<file path="src/hdl/dtio_defines.svh">
`ifndef DTIO_DEFINES_SVH
`define DTIO_DEFINES_SVH

// ==========================================================================
// Register map (byte addresses)
`define DTIO_OFS_CTRL         8'h00
`define DTIO_OFS_OUT_ASSIGN0  8'h04
`define DTIO_OFS_OUT_ASSIGN4  8'h14
`define DTIO_OFS_IN_ASSIGN_A  8'h18
`define DTIO_OFS_IN_ASSIGN_B  8'h1C
`define DTIO_OFS_FSTOP_TIME   8'h20
`define DTIO_OFS_COMM_WORD    8'h24
`define DTIO_OFS_STATUS       8'h28
`define DTIO_OFS_START_FREQ   8'h2C
`define DTIO_OFS_STOP_FREQ    8'h30
`define DTIO_OFS_DETECT_LEVEL 8'h34

// ==========================================================================
// Control and command word fields
`define DTIO_CTRL_LINK_EN     0
`define DTIO_CTRL_SRC_TERM    1
`define DTIO_CTRL_UNIV_OUT    2
`define DTIO_CTRL_ALARM_CLR   3
`define DTIO_CW_FWD           0
`define DTIO_CW_REV           1
`define DTIO_CW_SECONDARY_FORWARD          2
`define DTIO_CW_SECONDARY_BACKWARD          3

// ==========================================================================
// Reset values
`define DTIO_RST_CTRL         4'h0
`define DTIO_RST_FSTOP_TIME   16'h0014
`define DTIO_RST_START_FREQ   16'h0005
`define DTIO_RST_STOP_FREQ    16'h0002
`define DTIO_RST_DETECT_LEVEL 16'h0258
`define DTIO_RST_IN_ASSIGN_A  11'h062
`define DTIO_RST_IN_ASSIGN_B  11'h063

// ==========================================================================
// Function codes
`define DTIO_CODE_INV_OFS     11'h3E8
`define DTIO_CODE_FWD         11'h062
`define DTIO_CODE_REV         11'h063
`define DTIO_CODE_ALARM       11'h063

// ==========================================================================
// Frequency units are 0.1 Hz
`define DTIO_ARRIVAL_BAND     16'h0019
`define DTIO_DETECT_HYST      16'h000A

// ==========================================================================
// Timing
`define DTIO_CLK_HZ           25000000
`define DTIO_LIMIT_MIN_MS     100
`define DTIO_LIMIT_CYCLES     ((`DTIO_CLK_HZ / 1000) * `DTIO_LIMIT_MIN_MS)

// ==========================================================================
// Status flag input bit positions
`define DTIO_F_UNDERVOLT      0
`define DTIO_F_POWER_DIP      1
`define DTIO_F_OVERLOAD_WARN  2
`define DTIO_F_READY          3
`define DTIO_F_LINE_CONT_1    4
`define DTIO_F_LINE_CONT_2    5
`define DTIO_F_LINE_CONT_3    6
`define DTIO_F_MAINS_CONT     7
`define DTIO_F_FAN            8
`define DTIO_F_AUTO_RESET     9
`define DTIO_F_HEATSINK_HOT   10
`define DTIO_F_LIFE           11
`define DTIO_F_CMD_LOSS       12
`define DTIO_F_OUTPUT_ON      13
`define DTIO_F_OVERLOAD_PREV  14
`define DTIO_F_CURRENT_DET    15
`define DTIO_F_LOOP_ALARM     16
`define DTIO_F_LOOP_CTL       17
`define DTIO_F_LOOP_SLOW      18
`define DTIO_F_LOW_TORQUE     19
`define DTIO_F_PTC_HOT        20
`define DTIO_F_AIN_OFF        21
`define DTIO_F_MOTOR1_INV     22
`define DTIO_F_ALARM          23
`define DTIO_F_LIMIT_RAW      24
`define DTIO_NFLAGS           25

`endif

</file>
<file path="src/hdl/dtio_pkg.sv">
package dtio_pkg;

  typedef enum logic [1:0] {
    DTIO_IDLE    = 2'b00,
    DTIO_RUN     = 2'b01,
    DTIO_FSTOP   = 2'b10,
    DTIO_FALARM  = 2'b11
  } dtio_state_t;

  typedef enum logic [1:0] {
    DTIO_SRC_KEYPAD   = 2'b00,
    DTIO_SRC_PRIMARY  = 2'b01,
    DTIO_SRC_SECOND   = 2'b10,
    DTIO_SRC_COMM     = 2'b11
  } dtio_src_t;

endpackage

</file>
<file path="src/hdl/dtio_top.sv">
// Functional notes
// - Start level at run start selects idling speed search.
// - Forced stop off decelerates over forced-stop time.
// - Halt after forced stop enters forced-stop alarm.
// - Keypad select makes run and frequency source local.
// - Dew heating drives DC current while halted and idle.
// - Run-source switch picks parameter, secondary or command word pair.
// - Secondary inputs run; release decelerates to stop.
// - Primary forward runs forward; release stops.
// - Primary backward runs reverse; release stops.
// - Primary run codes only on the two run terminals.
// - Code plus 1000 inverts the selected signal.
// - Factory reset gives normal polarity.
// - Normal polarity alarm energizes relay.
// - Inverted polarity alarm de-energizes relay.
// - Line contactor codes 11-13 have no inverted form.
// - Codes 0, 1, 2, 3, 5, 6, 7, 10 select basic status.
// - Codes 15, 25-28, 30, 33, 35-37 select warnings.
// - Codes 42-45, 54-56, 59, 60 select loop and motor status.
// - Three transistor and two relay outputs.
// - Running sets above start, clears below stop or braking.
// - Arrival within 2.5 Hz of reference.
// - Detect above level, clears below level minus 1 Hz.
// - Limiting held at least 100 ms.
//
// The implementer's own choices: the address-and-strobe port and the address map.
`include "dtio_defines.svh"
`timescale 1ns/1ps
`default_nettype none

module dtio_top
  import dtio_pkg::*;
#(
  parameter int unsigned LIMIT_HOLD_CYCLES = `DTIO_LIMIT_CYCLES
) (
  // Clock and reset
  input  wire logic        CLK,
  input  wire logic        ARST_N,
  // Register port
  input  wire logic [7:0]  ADDR,
  input  wire logic [31:0] WDATA,
  input  wire logic        WR,
  input  wire logic        RD,
  output logic      [31:0] RDATA,
  // Input terminals
  input  wire logic        START_SPEED_SEARCH,
  input  wire logic        FORCED_STOP_OK,
  input  wire logic        KEYPAD_SOURCE_SELECT,
  input  wire logic        DEW_HEATING,
  input  wire logic        RUN_SOURCE_SWITCH,
  input  wire logic        SECONDARY_FORWARD,
  input  wire logic        SECONDARY_BACKWARD,
  input  wire logic        RUN_TERMINAL_A,
  input  wire logic        RUN_TERMINAL_B,
  input  wire logic        KEYPAD_FORWARD,
  input  wire logic        KEYPAD_BACKWARD,
  // Drive state
  input  wire logic [15:0] OUT_FREQ,
  input  wire logic [15:0] REF_FREQ,
  input  wire logic        DC_BRAKING,
  input  wire logic        MOTOR_HALTED,
  input  wire logic [24:0] STATUS_FLAGS,
  // Commands to motor control
  output logic             RUN_FORWARD_CMD,
  output logic             RUN_BACKWARD_CMD,
  output logic             FORCED_DECEL_CMD,
  output logic      [15:0] FORCED_DECEL_TIME,
  output logic             SPEED_SEARCH_CMD,
  output logic             DC_HEAT_CMD,
  output logic             LOCAL_MODE,
  output logic             FORCED_STOP_ALARM,
  // Programmable output terminals
  output logic             TRANSISTOR_OUT_1,
  output logic             TRANSISTOR_OUT_2,
  output logic             TRANSISTOR_OUT_3,
  output logic             RELAY_OUT,
  output logic             ALARM_RELAY
);

  // ========================================================================
  // Reset release
  logic       rst_meta_reg;
  logic       rst_n_reg;

  always_ff @(posedge CLK or negedge ARST_N) begin
    if (!ARST_N) begin
      rst_meta_reg <= 1'b0;
      rst_n_reg    <= 1'b0;
    end else begin
      rst_meta_reg <= 1'b1;
      rst_n_reg    <= rst_meta_reg;
    end
  end

  // ========================================================================
  // Registers
  logic [3:0]  ctrl_reg;
  logic [10:0] out_assign_reg [5];
  logic [10:0] in_assign_a_reg;
  logic [10:0] in_assign_b_reg;
  logic [15:0] fstop_time_reg;
  logic [3:0]  comm_word_reg;
  logic [15:0] start_freq_reg;
  logic [15:0] stop_freq_reg;
  logic [15:0] detect_level_reg;
  logic        alarm_clr;
  logic [31:0] status_word;

  assign alarm_clr = WR && (ADDR == `DTIO_OFS_CTRL) && WDATA[`DTIO_CTRL_ALARM_CLR];

  always_ff @(posedge CLK or negedge rst_n_reg) begin
    if (!rst_n_reg) begin
      ctrl_reg         <= `DTIO_RST_CTRL;
      in_assign_a_reg  <= `DTIO_RST_IN_ASSIGN_A;
      in_assign_b_reg  <= `DTIO_RST_IN_ASSIGN_B;
      fstop_time_reg   <= `DTIO_RST_FSTOP_TIME;
      comm_word_reg    <= 4'h0;
      start_freq_reg   <= `DTIO_RST_START_FREQ;
      stop_freq_reg    <= `DTIO_RST_STOP_FREQ;
      detect_level_reg <= `DTIO_RST_DETECT_LEVEL;
    end else if (WR) begin
      case (ADDR)
        `DTIO_OFS_CTRL:         ctrl_reg         <= {1'b0, WDATA[2:0]};
        `DTIO_OFS_IN_ASSIGN_A:  in_assign_a_reg  <= WDATA[10:0];
        `DTIO_OFS_IN_ASSIGN_B:  in_assign_b_reg  <= WDATA[10:0];
        `DTIO_OFS_FSTOP_TIME:   fstop_time_reg   <= WDATA[15:0];
        `DTIO_OFS_COMM_WORD:    comm_word_reg    <= WDATA[3:0];
        `DTIO_OFS_START_FREQ:   start_freq_reg   <= WDATA[15:0];
        `DTIO_OFS_STOP_FREQ:    stop_freq_reg    <= WDATA[15:0];
        `DTIO_OFS_DETECT_LEVEL: detect_level_reg <= WDATA[15:0];
        default: ;
      endcase
    end
  end

  // Factory default: normal polarity
  generate
    for (genvar i = 0; i < 5; i++) begin : g_assign
      always_ff @(posedge CLK or negedge rst_n_reg) begin
        if (!rst_n_reg) begin
          out_assign_reg[i] <= (i == 4) ? `DTIO_CODE_ALARM : 11'(i);
        end else if (WR && ADDR == (`DTIO_OFS_OUT_ASSIGN0 + 8'(4 * i))) begin
          out_assign_reg[i] <= WDATA[10:0];
        end
      end
    end
  endgenerate

  // ========================================================================
  // Run source selection
  logic      prim_fwd;
  logic      prim_rev;
  logic      want_fwd;
  logic      want_rev;
  dtio_src_t src;

  // Only the two run terminals decode the primary run codes
  assign prim_fwd = (RUN_TERMINAL_A && in_assign_a_reg == `DTIO_CODE_FWD) ||
                    (RUN_TERMINAL_B && in_assign_b_reg == `DTIO_CODE_FWD);
  assign prim_rev = (RUN_TERMINAL_A && in_assign_a_reg == `DTIO_CODE_REV) ||
                    (RUN_TERMINAL_B && in_assign_b_reg == `DTIO_CODE_REV);

  always_comb begin
    if (KEYPAD_SOURCE_SELECT) begin
      src = DTIO_SRC_KEYPAD;
    end else if (ctrl_reg[`DTIO_CTRL_LINK_EN]) begin
      src = DTIO_SRC_COMM;
    end else if (RUN_SOURCE_SWITCH) begin
      src = DTIO_SRC_SECOND;
    end else if (ctrl_reg[`DTIO_CTRL_SRC_TERM]) begin
      src = DTIO_SRC_PRIMARY;
    end else begin
      src = DTIO_SRC_KEYPAD;
    end
  end

  always_comb begin
    case (src)
      DTIO_SRC_PRIMARY: begin
        want_fwd = prim_fwd;
        want_rev = prim_rev;
      end
      DTIO_SRC_SECOND: begin
        want_fwd = SECONDARY_FORWARD;
        want_rev = SECONDARY_BACKWARD;
      end
      DTIO_SRC_COMM: begin
        want_fwd = RUN_SOURCE_SWITCH ? comm_word_reg[`DTIO_CW_SECONDARY_FORWARD] : comm_word_reg[`DTIO_CW_FWD];
        want_rev = RUN_SOURCE_SWITCH ? comm_word_reg[`DTIO_CW_SECONDARY_BACKWARD] : comm_word_reg[`DTIO_CW_REV];
      end
      default: begin
        want_fwd = KEYPAD_FORWARD;
        want_rev = KEYPAD_BACKWARD;
      end
    endcase
  end

  // ========================================================================
  // Run and forced-stop sequence
  dtio_state_t state_reg;
  dtio_state_t state_next;
  logic        run_req;

  // Both directions at once means stop
  assign run_req = want_fwd ^ want_rev;

  always_comb begin
    state_next = state_reg;
    case (state_reg)
      DTIO_IDLE:   if (!FORCED_STOP_OK) state_next = DTIO_FSTOP;
                   else if (run_req)    state_next = DTIO_RUN;
      DTIO_RUN:    if (!FORCED_STOP_OK) state_next = DTIO_FSTOP;
                   else if (!run_req)   state_next = DTIO_IDLE;
      DTIO_FSTOP:  if (MOTOR_HALTED)    state_next = DTIO_FALARM;
      DTIO_FALARM: if (alarm_clr && FORCED_STOP_OK) state_next = DTIO_IDLE;
      default:     state_next = DTIO_IDLE;
    endcase
  end

  always_ff @(posedge CLK or negedge rst_n_reg) begin
    if (!rst_n_reg) begin
      state_reg <= DTIO_IDLE;
    end else begin
      state_reg <= state_next;
    end
  end

  always_ff @(posedge CLK or negedge rst_n_reg) begin
    if (!rst_n_reg) begin
      RUN_FORWARD_CMD   <= 1'b0;
      RUN_BACKWARD_CMD  <= 1'b0;
      FORCED_DECEL_CMD  <= 1'b0;
      FORCED_DECEL_TIME <= `DTIO_RST_FSTOP_TIME;
      FORCED_STOP_ALARM <= 1'b0;
      LOCAL_MODE        <= 1'b0;
    end else begin
      // Dropping the run command is what makes motor control decelerate
      RUN_FORWARD_CMD   <= (state_next == DTIO_RUN) && want_fwd;
      RUN_BACKWARD_CMD  <= (state_next == DTIO_RUN) && want_rev;
      FORCED_DECEL_CMD  <= (state_next == DTIO_FSTOP);
      FORCED_DECEL_TIME <= fstop_time_reg;
      FORCED_STOP_ALARM <= (state_next == DTIO_FALARM);
      LOCAL_MODE        <= KEYPAD_SOURCE_SELECT;
    end
  end

  // Start level caught on entry to run, held for the run
  always_ff @(posedge CLK or negedge rst_n_reg) begin
    if (!rst_n_reg) begin
      SPEED_SEARCH_CMD <= 1'b0;
    end else if (state_reg != DTIO_RUN && state_next == DTIO_RUN) begin
      SPEED_SEARCH_CMD <= START_SPEED_SEARCH;
    end else if (state_next != DTIO_RUN) begin
      SPEED_SEARCH_CMD <= 1'b0;
    end
  end

  always_ff @(posedge CLK or negedge rst_n_reg) begin
    if (!rst_n_reg) begin
      DC_HEAT_CMD <= 1'b0;
    end else begin
      DC_HEAT_CMD <= DEW_HEATING && MOTOR_HALTED && (state_next == DTIO_IDLE);
    end
  end

  // ========================================================================
  // Derived status signals
  logic        running_reg;
  logic        arrival_reg;
  logic        detect_reg;
  logic        limit_reg;
  logic [23:0] limit_cnt_reg;
  logic [15:0] freq_diff;
  logic [15:0] detect_low;

  assign freq_diff  = (OUT_FREQ > REF_FREQ) ? OUT_FREQ - REF_FREQ : REF_FREQ - OUT_FREQ;
  assign detect_low = (detect_level_reg > `DTIO_DETECT_HYST) ? detect_level_reg - `DTIO_DETECT_HYST : 16'h0000;

  always_ff @(posedge CLK or negedge rst_n_reg) begin
    if (!rst_n_reg) begin
      running_reg <= 1'b0;
    end else if (DC_BRAKING || OUT_FREQ < stop_freq_reg) begin
      running_reg <= 1'b0;
    end else if (OUT_FREQ > start_freq_reg) begin
      running_reg <= 1'b1;
    end
  end

  always_ff @(posedge CLK or negedge rst_n_reg) begin
    if (!rst_n_reg) begin
      arrival_reg <= 1'b0;
    end else begin
      arrival_reg <= (freq_diff <= `DTIO_ARRIVAL_BAND);
    end
  end

  always_ff @(posedge CLK or negedge rst_n_reg) begin
    if (!rst_n_reg) begin
      detect_reg <= 1'b0;
    end else if (OUT_FREQ > detect_level_reg) begin
      detect_reg <= 1'b1;
    end else if (OUT_FREQ < detect_low) begin
      detect_reg <= 1'b0;
    end
  end

  // Each new assertion restarts the hold so short bursts still read as one pulse
  always_ff @(posedge CLK or negedge rst_n_reg) begin
    if (!rst_n_reg) begin
      limit_reg     <= 1'b0;
      limit_cnt_reg <= 24'h000000;
    end else if (STATUS_FLAGS[`DTIO_F_LIMIT_RAW]) begin
      limit_reg     <= 1'b1;
      limit_cnt_reg <= 24'(LIMIT_HOLD_CYCLES - 1);
    end else if (limit_cnt_reg != 24'h000000) begin
      limit_cnt_reg <= limit_cnt_reg - 24'h000001;
    end else begin
      limit_reg     <= 1'b0;
    end
  end

  // ========================================================================
  // Output selectors
  logic [63:0] sig;
  logic [4:0]  out_level;

  always_comb begin
    sig       = 64'h0;
    sig[0]    = running_reg;
    sig[1]    = arrival_reg;
    sig[2]    = detect_reg;
    sig[3]    = STATUS_FLAGS[`DTIO_F_UNDERVOLT];
    sig[5]    = limit_reg;
    sig[6]    = STATUS_FLAGS[`DTIO_F_POWER_DIP];
    sig[7]    = STATUS_FLAGS[`DTIO_F_OVERLOAD_WARN];
    sig[10]   = STATUS_FLAGS[`DTIO_F_READY];
    sig[11]   = STATUS_FLAGS[`DTIO_F_LINE_CONT_1];
    sig[12]   = STATUS_FLAGS[`DTIO_F_LINE_CONT_2];
    sig[13]   = STATUS_FLAGS[`DTIO_F_LINE_CONT_3];
    sig[15]   = STATUS_FLAGS[`DTIO_F_MAINS_CONT];
    sig[25]   = STATUS_FLAGS[`DTIO_F_FAN];
    sig[26]   = STATUS_FLAGS[`DTIO_F_AUTO_RESET];
    sig[27]   = ctrl_reg[`DTIO_CTRL_UNIV_OUT];
    sig[28]   = STATUS_FLAGS[`DTIO_F_HEATSINK_HOT];
    sig[30]   = STATUS_FLAGS[`DTIO_F_LIFE];
    sig[33]   = STATUS_FLAGS[`DTIO_F_CMD_LOSS];
    sig[35]   = STATUS_FLAGS[`DTIO_F_OUTPUT_ON];
    sig[36]   = STATUS_FLAGS[`DTIO_F_OVERLOAD_PREV];
    sig[37]   = STATUS_FLAGS[`DTIO_F_CURRENT_DET];
    sig[42]   = STATUS_FLAGS[`DTIO_F_LOOP_ALARM];
    sig[43]   = STATUS_FLAGS[`DTIO_F_LOOP_CTL];
    sig[44]   = STATUS_FLAGS[`DTIO_F_LOOP_SLOW];
    sig[45]   = STATUS_FLAGS[`DTIO_F_LOW_TORQUE];
    sig[54]   = !KEYPAD_SOURCE_SELECT;
    sig[55]   = run_req;
    sig[56]   = STATUS_FLAGS[`DTIO_F_PTC_HOT];
    sig[59]   = STATUS_FLAGS[`DTIO_F_AIN_OFF];
    sig[60]   = STATUS_FLAGS[`DTIO_F_MOTOR1_INV];
  end

  // Supported active-high codes except line contactor 11-13, plus the any-alarm code
  function automatic logic code_known(input logic [10:0] c);
    case (c)
      11'd0, 11'd1, 11'd2, 11'd3, 11'd5, 11'd6, 11'd7, 11'd10,
      11'd15, 11'd25, 11'd26, 11'd27, 11'd28, 11'd30, 11'd33,
      11'd35, 11'd36, 11'd37, 11'd42, 11'd43, 11'd44, 11'd45,
      11'd54, 11'd55, 11'd56, 11'd59, 11'd60, 11'd99: code_known = 1'b1;
      default: code_known = 1'b0;
    endcase
  endfunction

  generate
    for (genvar i = 0; i < 5; i++) begin : g_out
      logic        inv;
      logic [10:0] base;
      logic        valid;
      logic        sel;
      assign inv   = out_assign_reg[i] >= `DTIO_CODE_INV_OFS;
      assign base  = inv ? out_assign_reg[i] - `DTIO_CODE_INV_OFS : out_assign_reg[i];
      // Line contactor codes have no inverted form
      assign valid = code_known(base) ||
                     (!inv && base >= 11'd11 && base <= 11'd13);
      assign sel   = (base == `DTIO_CODE_ALARM) ? (STATUS_FLAGS[`DTIO_F_ALARM] || FORCED_STOP_ALARM)
                                                : sig[base[5:0]];
      assign out_level[i] = valid && (sel ^ inv);
    end
  endgenerate

  // High energizes a relay coil
  always_ff @(posedge CLK or negedge rst_n_reg) begin
    if (!rst_n_reg) begin
      TRANSISTOR_OUT_1 <= 1'b0;
      TRANSISTOR_OUT_2 <= 1'b0;
      TRANSISTOR_OUT_3 <= 1'b0;
      RELAY_OUT        <= 1'b0;
      ALARM_RELAY      <= 1'b0;
    end else begin
      TRANSISTOR_OUT_1 <= out_level[0];
      TRANSISTOR_OUT_2 <= out_level[1];
      TRANSISTOR_OUT_3 <= out_level[2];
      RELAY_OUT        <= out_level[3];
      ALARM_RELAY      <= out_level[4];
    end
  end

  // ========================================================================
  // Read port
  assign status_word = {21'h0, limit_reg, detect_reg, arrival_reg, running_reg,
                        LOCAL_MODE, DC_HEAT_CMD, SPEED_SEARCH_CMD, 1'b0, state_reg};

  always_ff @(posedge CLK or negedge rst_n_reg) begin
    if (!rst_n_reg) begin
      RDATA <= 32'h00000000;
    end else if (RD) begin
      case (ADDR)
        `DTIO_OFS_CTRL:         RDATA <= {28'h0, ctrl_reg};
        `DTIO_OFS_IN_ASSIGN_A:  RDATA <= {21'h0, in_assign_a_reg};
        `DTIO_OFS_IN_ASSIGN_B:  RDATA <= {21'h0, in_assign_b_reg};
        `DTIO_OFS_FSTOP_TIME:   RDATA <= {16'h0, fstop_time_reg};
        `DTIO_OFS_COMM_WORD:    RDATA <= {28'h0, comm_word_reg};
        `DTIO_OFS_STATUS:       RDATA <= status_word;
        `DTIO_OFS_START_FREQ:   RDATA <= {16'h0, start_freq_reg};
        `DTIO_OFS_STOP_FREQ:    RDATA <= {16'h0, stop_freq_reg};
        `DTIO_OFS_DETECT_LEVEL: RDATA <= {16'h0, detect_level_reg};
        8'h04, 8'h08, 8'h0C, 8'h10, 8'h14:
                                RDATA <= {21'h0, out_assign_reg[ADDR[4:2] - 3'd1]};
        default:                RDATA <= 32'h00000000;
      endcase
    end else begin
      RDATA <= 32'h00000000;
    end
  end

endmodule

`default_nettype wire

</file>
<file path="config.mk">
export PLATFORM = sky130hd
export DESIGN_NAME = dtio_top
export DESIGN_NICKNAME = d
export VERILOG_FILES = /design/src/hdl/dtio_pkg.sv /design/src/hdl/dtio_top.sv
export VERILOG_INCLUDE_DIRS = /design/src /design/src/hdl
export SDC_FILE = /design/constraint.sdc
export NUM_CORES = 1
export LEC_CHECK = 0
export BUFFER_PORTS_ARGS = -buffer_cell sky130_fd_sc_hd__buf_2
export CORE_ASPECT_RATIO = 0.75
export CORE_MARGIN = 2
export CORE_UTILIZATION = 40
export DETAILED_ROUTE_END_ITERATION = 10
export GPL_TIMING_DRIVEN = 0
export SYNTH_ARGS = -nofsm -noshare
export SYNTH_HDL_FRONTEND = slang
export SYNTH_SLANG_ARGS = --single-unit
</file>
<file path="constraint.sdc">
create_clock -name CLK -period 9.1 [get_ports CLK]
set_input_delay 0.455 -clock CLK [delete_from_list [all_inputs] [get_ports CLK]]
set_output_delay 0.455 -clock CLK [all_outputs]
set_load 0.01 [all_outputs]
</file>
* Word-level counts from Yosys, hierarchy flattened
Memories as Yosys holds them, arrays and structs flattened.
Cells that the tools add are included.
W data, S select, Z words.
** Word-level totals
- Register bits :: 240
- ROM bits :: 640
- Input port bits :: 114
- Output and inout bits :: 60
- Word-level logic and storage cells :: 245
- Memories kept :: 5
** Cells by class
- Add/sub/neg operators :: 10
- Magnitude comparators :: 28
- Equal/unequal tests :: 34
- Multiplexer cells :: 57
- Bitwise operators :: 7
- Reduce and logical (&&, ||, !) cells :: 69
** Memory list
- (name not given) :: words 128, width 1, read ports 1, clocked after memory_dff 0, wr ports 0, RTL line dtio_top.sv:363 : case (c)
- (name not given) :: words 128, width 1, read ports 1, clocked after memory_dff 0, wr ports 0, RTL line dtio_top.sv:363
- (name not given) :: words 128, width 1, read ports 1, clocked after memory_dff 0, wr ports 0, RTL line dtio_top.sv:363
- (name not given) :: words 128, width 1, read ports 1, clocked after memory_dff 0, wr ports 0, RTL line dtio_top.sv:363
- (name not given) :: words 128, width 1, read ports 1, clocked after memory_dff 0, wr ports 0, RTL line dtio_top.sv:363
** Operators with widths (count)
- $pmux W16 S10 :: 1
- $eq A11 B7 Y1 const B :: 9
- $mux W11 :: 7
- $ge A11 B10 Y1 const B :: 5
- $ge A11 B4 Y1 const B :: 5
- $le A11 B4 Y1 const B :: 5
- $sub A11 B10 Y11 const B :: 5
- $eq A8 B6 Y1 const B :: 6
- $gt A16 B16 Y1 :: 3
- $mux W24 :: 2
- $lt A6 B7 Y1 const B :: 5
- $bmux W11 S3 :: 1
- $eq A8 B5 Y1 const B :: 4
- $logic_and A1 B1 Y1 :: 32
- $lt A16 B16 Y1 :: 2
- $mux W16 :: 2
- $mux W32 :: 1
- $sub A16 B16 Y16 :: 2
- $bmux W1 S6 :: 5
- $mux W1 :: 26
- $reduce_bool A24 Y1 :: 1
- $sub A24 B1 Y24 const B :: 1
- $logic_not A4 Y1 :: 5
- $mux W2 :: 9
- 22 further kinds :: 61

* Longest topological paths before layout
- Depth in word-level cells :: 13
- Depth in mapped cells :: 16

* Least setup slack after synthesis
OpenSTA, ideal clock, no wires.
- Path kind :: register to register
- Start :: reg out_assign_reg[22] (netlist bit)
- End :: reg TRANSISTOR_OUT_3
- Setup time :: 0.126 ns
- Data arrival time :: 3.535 ns
- Slack :: 5.439 ns
- Cell stages (with the launch flop) :: 14
- Buffers on the path :: 4
- Period minus slack after synthesis :: 3.661 ns
- Path through :: dfrtp_1 > clkbuf_1 > clkbuf_1 > clkbuf_1 > inv_1 > ha_1 > nand4bb_1 > nand2_1 > o311ai_0 > clkbuf_1 > a311oi_1 > a2111oi_0 > nor3b_1 > o311a_1
** Between the ends
- Word-level cells in the longest chain between the ends :: 7
** RTL lines
- from (decl) :: RTL line dtio_top.sv:98 : logic [10:0] out_assign_reg [5];
- from (signal, indexed assignment) :: RTL line dtio_top.sv:141 : out_assign_reg[i] <= (i == 4) ? `DTIO_CODE_ALARM : 11'(i);
- from (signal, indexed assignment) :: RTL line dtio_top.sv:143 : out_assign_reg[i] <= WDATA[10:0];
- $sub A11 B10 Y11 (no source line) or $ge A11 B10 Y1 (tied branches)
- $mux W11 :: RTL line dtio_top.sv:379 : assign base = inv ? out_assign_reg[i] - `DTIO_CODE_INV_OFS : out_assign_reg[i];
- $bmux W1 S6 or $ge A11 B4 Y1 (tied branches) :: RTL line dtio_top.sv:384, dtio_top.sv:382
- $mux W1 (implied by the code) or $logic_and A1 B1 Y1 (tied branches) :: RTL line dtio_top.sv:384, dtio_top.sv:382
- $mux W1 or $logic_and A1 B1 Y1 (tied branches) :: RTL line dtio_top.sv:383, dtio_top.sv:382
- $xor A1 B1 Y1 or $logic_or A1 B1 Y1 (tied branches) :: RTL line dtio_top.sv:385, dtio_top.sv:381
- $logic_and A1 B1 Y1 * :: RTL line dtio_top.sv:385 : assign out_level[i] = valid && (sel ^ inv);
- via out_level[2] :: RTL line dtio_top.sv:325 : logic [4:0] out_level;
- to (signal assigned) :: RTL line dtio_top.sv:400 : TRANSISTOR_OUT_3 <= out_level[2];
- to (decl) :: RTL line dtio_top.sv:75 : output logic TRANSISTOR_OUT_3,
The timed path passes the listed nets; every way through them passes the cells marked *. The select of a mux whose other input is x is not followed.
A chain may end at the register's enable or synchronous reset.

* Final worst setup path
Same ends and word-level chain as after synthesis.

==> metrics.yaml <==
floorplan:
  start_util_pct: 40.5
  dieArea_um2: 45500
  num_rows: 66
  die_w_um: 246
  design.core.area_um2: 43300
  die_h_um: 185
  ios: 174
synth:
  netlist_area_um2: 17500
  synth_async_sr_flop_share_pct: 100
  synth_top_flop_cell: "dfrtp_1"
  synth_cell_types: 84
  synth_edf_count: 0
  yosysWarnings: 0
  avgSynthCellArea_um2: 9.29
  postSynthCellCount: 1886
  ys_ff_latch: 224
  yosysSeqAreaShare_pct: 32.2
critical_path:
  critPathTopFamily: "buffers and inverters"
  cp_slowest_cell: "o311ai_0"
  cp_num_cells: 13
  cp_num_buf_inv: 5
  crit_fanout: 10
  crit_path_frequent_cell: "clkbuf_1"
  critical_path.max_stage_delay_ps: 660
  crit_type: "flop to flop"
  required_ps: 9520
  start_kind: "flop"
  cp-end-kind: "flop"
  reg2regPathDepth: 13
  critPathArrivalTime_ps: 5240
  worstPathCellList: "clkbuf_1 -> clkbuf_1 -> clkbuf_1 -> inv_1 -> ha_1 -> nand4bb_1 -> nand2_1 -> o311ai_0 -> clkbuf_1 -> a311oi_1 -> a2111oi_0 -> nor3b_1 -> o311a_1"
finish:
  syn_to_final_growth_pct: 13.7
  largest_reg_flops: 55
  layout-drive-gt1-share_pct: 21.4
  num-nets-final: 2326
  num_antenna_cells: 0
  final_cell_mix: "197 x dfrtp_1, 167 x mux2_2, 150 x nand2_1"
  final_common_cell: "dfrtp_1"
  n_fill_cell: 4201
power:
  p_total_mw: 2.80
  power.leakage_nw: 8.73
  powerDensity_nw_per_um2: 141
  ir_worst_vdd_mv: 0.133
sta:
  max_freq_ghz: 0.207
  hold_viol: 0
  setup_ws_ps: 4280
  period_minus_slack_ps: 4820
  tightest_slew_ps: 1110
  drv_slew: 0
  fin_tns_setup_ps: 0
  skew_ps: 14.8
  period_share_pct: 53.0
  rsz0062_at_grt: "no"
  setup_viol: 0
  slew_headroom_pct: 25.5
placement:
  port_buffers: 140
  dp_hpwl_um: 46200
  gp_congestion: 0.973
  place_ws_ps: 4370
detailed_routing:
  vias: 15907
  wire_per_inst_um: 22.2
  via_per_inst: 5.96
  drtIter0Drc: 1720
  ant_nets: 0
  remaining_drc_errors: 0
  totalWireLength_um: 59200
  drt_first_pass_iters: 6
cts:
  ctsRootBufferMaster: "clkbuf_16"
  cts_tree: "done"
  htree_levels: 1
  clock_latency_ps: 540
  cts-resized-gates: 0
  cts_buffers: 24
  clock-sinks: 224
  clock_path_buffers: 3
  clk_pin_slew_worst_paths_ps: 70
min_path:
  holdPathStages: 1
  hold_path_class: "input pin to flop"
job:
  cap_viol_max_count: 0
run_status:
  status: "finished clean"
global_route:
  antenna_found_initial: 1
  grt_usage_pct: 25.7
  gr-total-overflow: 0
  grt_max_degree: 71
  grt_pass1_wl_um: 89700
  grt_pass1_vias: 14593
==> kinds of logic (layout without fill, tap and decap cells) <==
logic type	count (synthesis)	count (layout)	synth area share (%)
xor gates and xnor gates	48	48	2.40
adders and majority gates	141	141	10.2
buffers and inverters	254	442	5.87
AOI/OAI and AO/OA	464	464	18.4
other	2	17	0.0429
muxes	236	236	16.1
and+or+nand+nor	517	517	14.9
DFF	224	224	32.2
==> path summary, 6_finish.rpt <==
| kind | startpoint | endpoint | slack, ps |
|---|---|---|---|
| max | out_assign_reg[22] | TRANSISTOR_OUT_3 | 4280 |
| min | KEYPAD_SOURCE_SELECT | LOCAL_MODE | 30 |
| max reg2reg | out_assign_reg[22] | TRANSISTOR_OUT_3 | 4280 |
| min reg2reg | rst_n_reg | detect_level_reg[13] | 270 |
| max in group asynchronous | rst_n_reg | out_assign_reg[1] | 7340 |
| min in group asynchronous | ARST_N | rst_n_reg | 230 |
==> synthesized netlist by cell type, types with 9 or more instances <==
| master | number | share of area (%) |
|---|---|---|
| a211oi_1 | 25 | 1.1 |
| a21o_1 | 39 | 1.7 |
| a21oi_1 | 94 | 2.7 |
| a221o_1 | 11 | 0.63 |
| a221oi_1 | 26 | 1.3 |
| a22o_1 | 12 | 0.60 |
| a22oi_1 | 19 | 0.81 |
| a31oi_1 | 23 | 0.82 |
| and2_1 | 10 | 0.36 |
| and3_1 | 9 | 0.32 |
| buf_4 | 17 | 0.73 |
| clkbuf_1 | 85 | 1.8 |
| dfrtp_1 | 198 | 28 |
| dfstp_2 | 26 | 3.9 |
| ha_1 | 139 | 9.9 |
| inv_1 | 137 | 2.9 |
| mux2_2 | 167 | 11 |
| mux2i_1 | 50 | 2.9 |
| mux4_2 | 18 | 2.3 |
| nand2_1 | 150 | 3.2 |
| nand2b_1 | 17 | 0.61 |
| nand3_1 | 38 | 1.1 |
| nand4_1 | 23 | 0.82 |
| nor2_1 | 115 | 2.5 |
| nor2b_1 | 16 | 0.57 |
| nor3_1 | 49 | 1.4 |
| nor3b_1 | 9 | 0.39 |
| nor4_1 | 14 | 0.50 |
| o211ai_1 | 13 | 0.56 |
| o21a_1 | 10 | 0.43 |
| o21ai_0 | 84 | 2.4 |
| o22ai_1 | 11 | 0.39 |
| o31ai_1 | 9 | 0.39 |
| or3_1 | 10 | 0.36 |
| or4_1 | 11 | 0.47 |
| xnor2_1 | 35 | 1.7 |
| xor2_1 | 13 | 0.65 |
==> layout make-up <==
cell class / instances / area, µm² / area share (%)
Buffer: 117 / 514 / 2.58
Clock buffer: 32 / 672 / 3.37
Tap cell: 578 / 723 / 3.63
Timing Repair Buffer: 144 / 793 / 3.98
Clock inverter: 12 / 151 / 0.760
Sequential cell: 224 / 5640 / 28.3
Multi-Input combinational cell: 1423 / 10900 / 54.8
Inverter: 137 / 514 / 2.58
==> where the power goes <==
group | internal (mW) | switching, mW | total [mW]
clock | 0.608 | 0.433 | 1.04
combinational | 0.268 | 0.398 | 0.667
sequential | 1.04 | 0.0558 | 1.10
total | 1.92 | 0.887 | 2.80
==> worst reg2reg max path: stages, from the launching register on <==
cell and delay, ps:
dfrtp_1 380, clkbuf_1 340, clkbuf_1 440, clkbuf_1 450, inv_1 130, ha_1 270, nand4bb_1 140, nand2_1 90
o311ai_0 660, clkbuf_1 500, a311oi_1 200, a2111oi_0 600, nor3b_1 120, o311a_1 370
==> what timing repair did <==
item,CTS,global route
buffers inserted,0,0
hold endpoints to repair,2,0
hold buffers,1,0
==> through the flow <==
stage	cells	cell area (µm²)	utilization [%]	hold slack (ps)
finish	2667	19900	46.1	33.6
global route	2667	19900	46.1	19.9
CTS	2667	19900	46.0	21.4
detailed placement	2622	19100	44.1	243
global placement	2619	19000	43.9	242
floorplan	1901	17600	-	159
==> layer usage <==
metal  track usage [%]  vias up  routed length (µm)
met5                 0        -                   0
met4              5.19        0                1160
met3              5.29       73                5090
met2              34.8      657               23300
met1              40.9     7879               29600
li1                  -     7298                   -
Note: power is estimated with default switching activity, not from simulation.
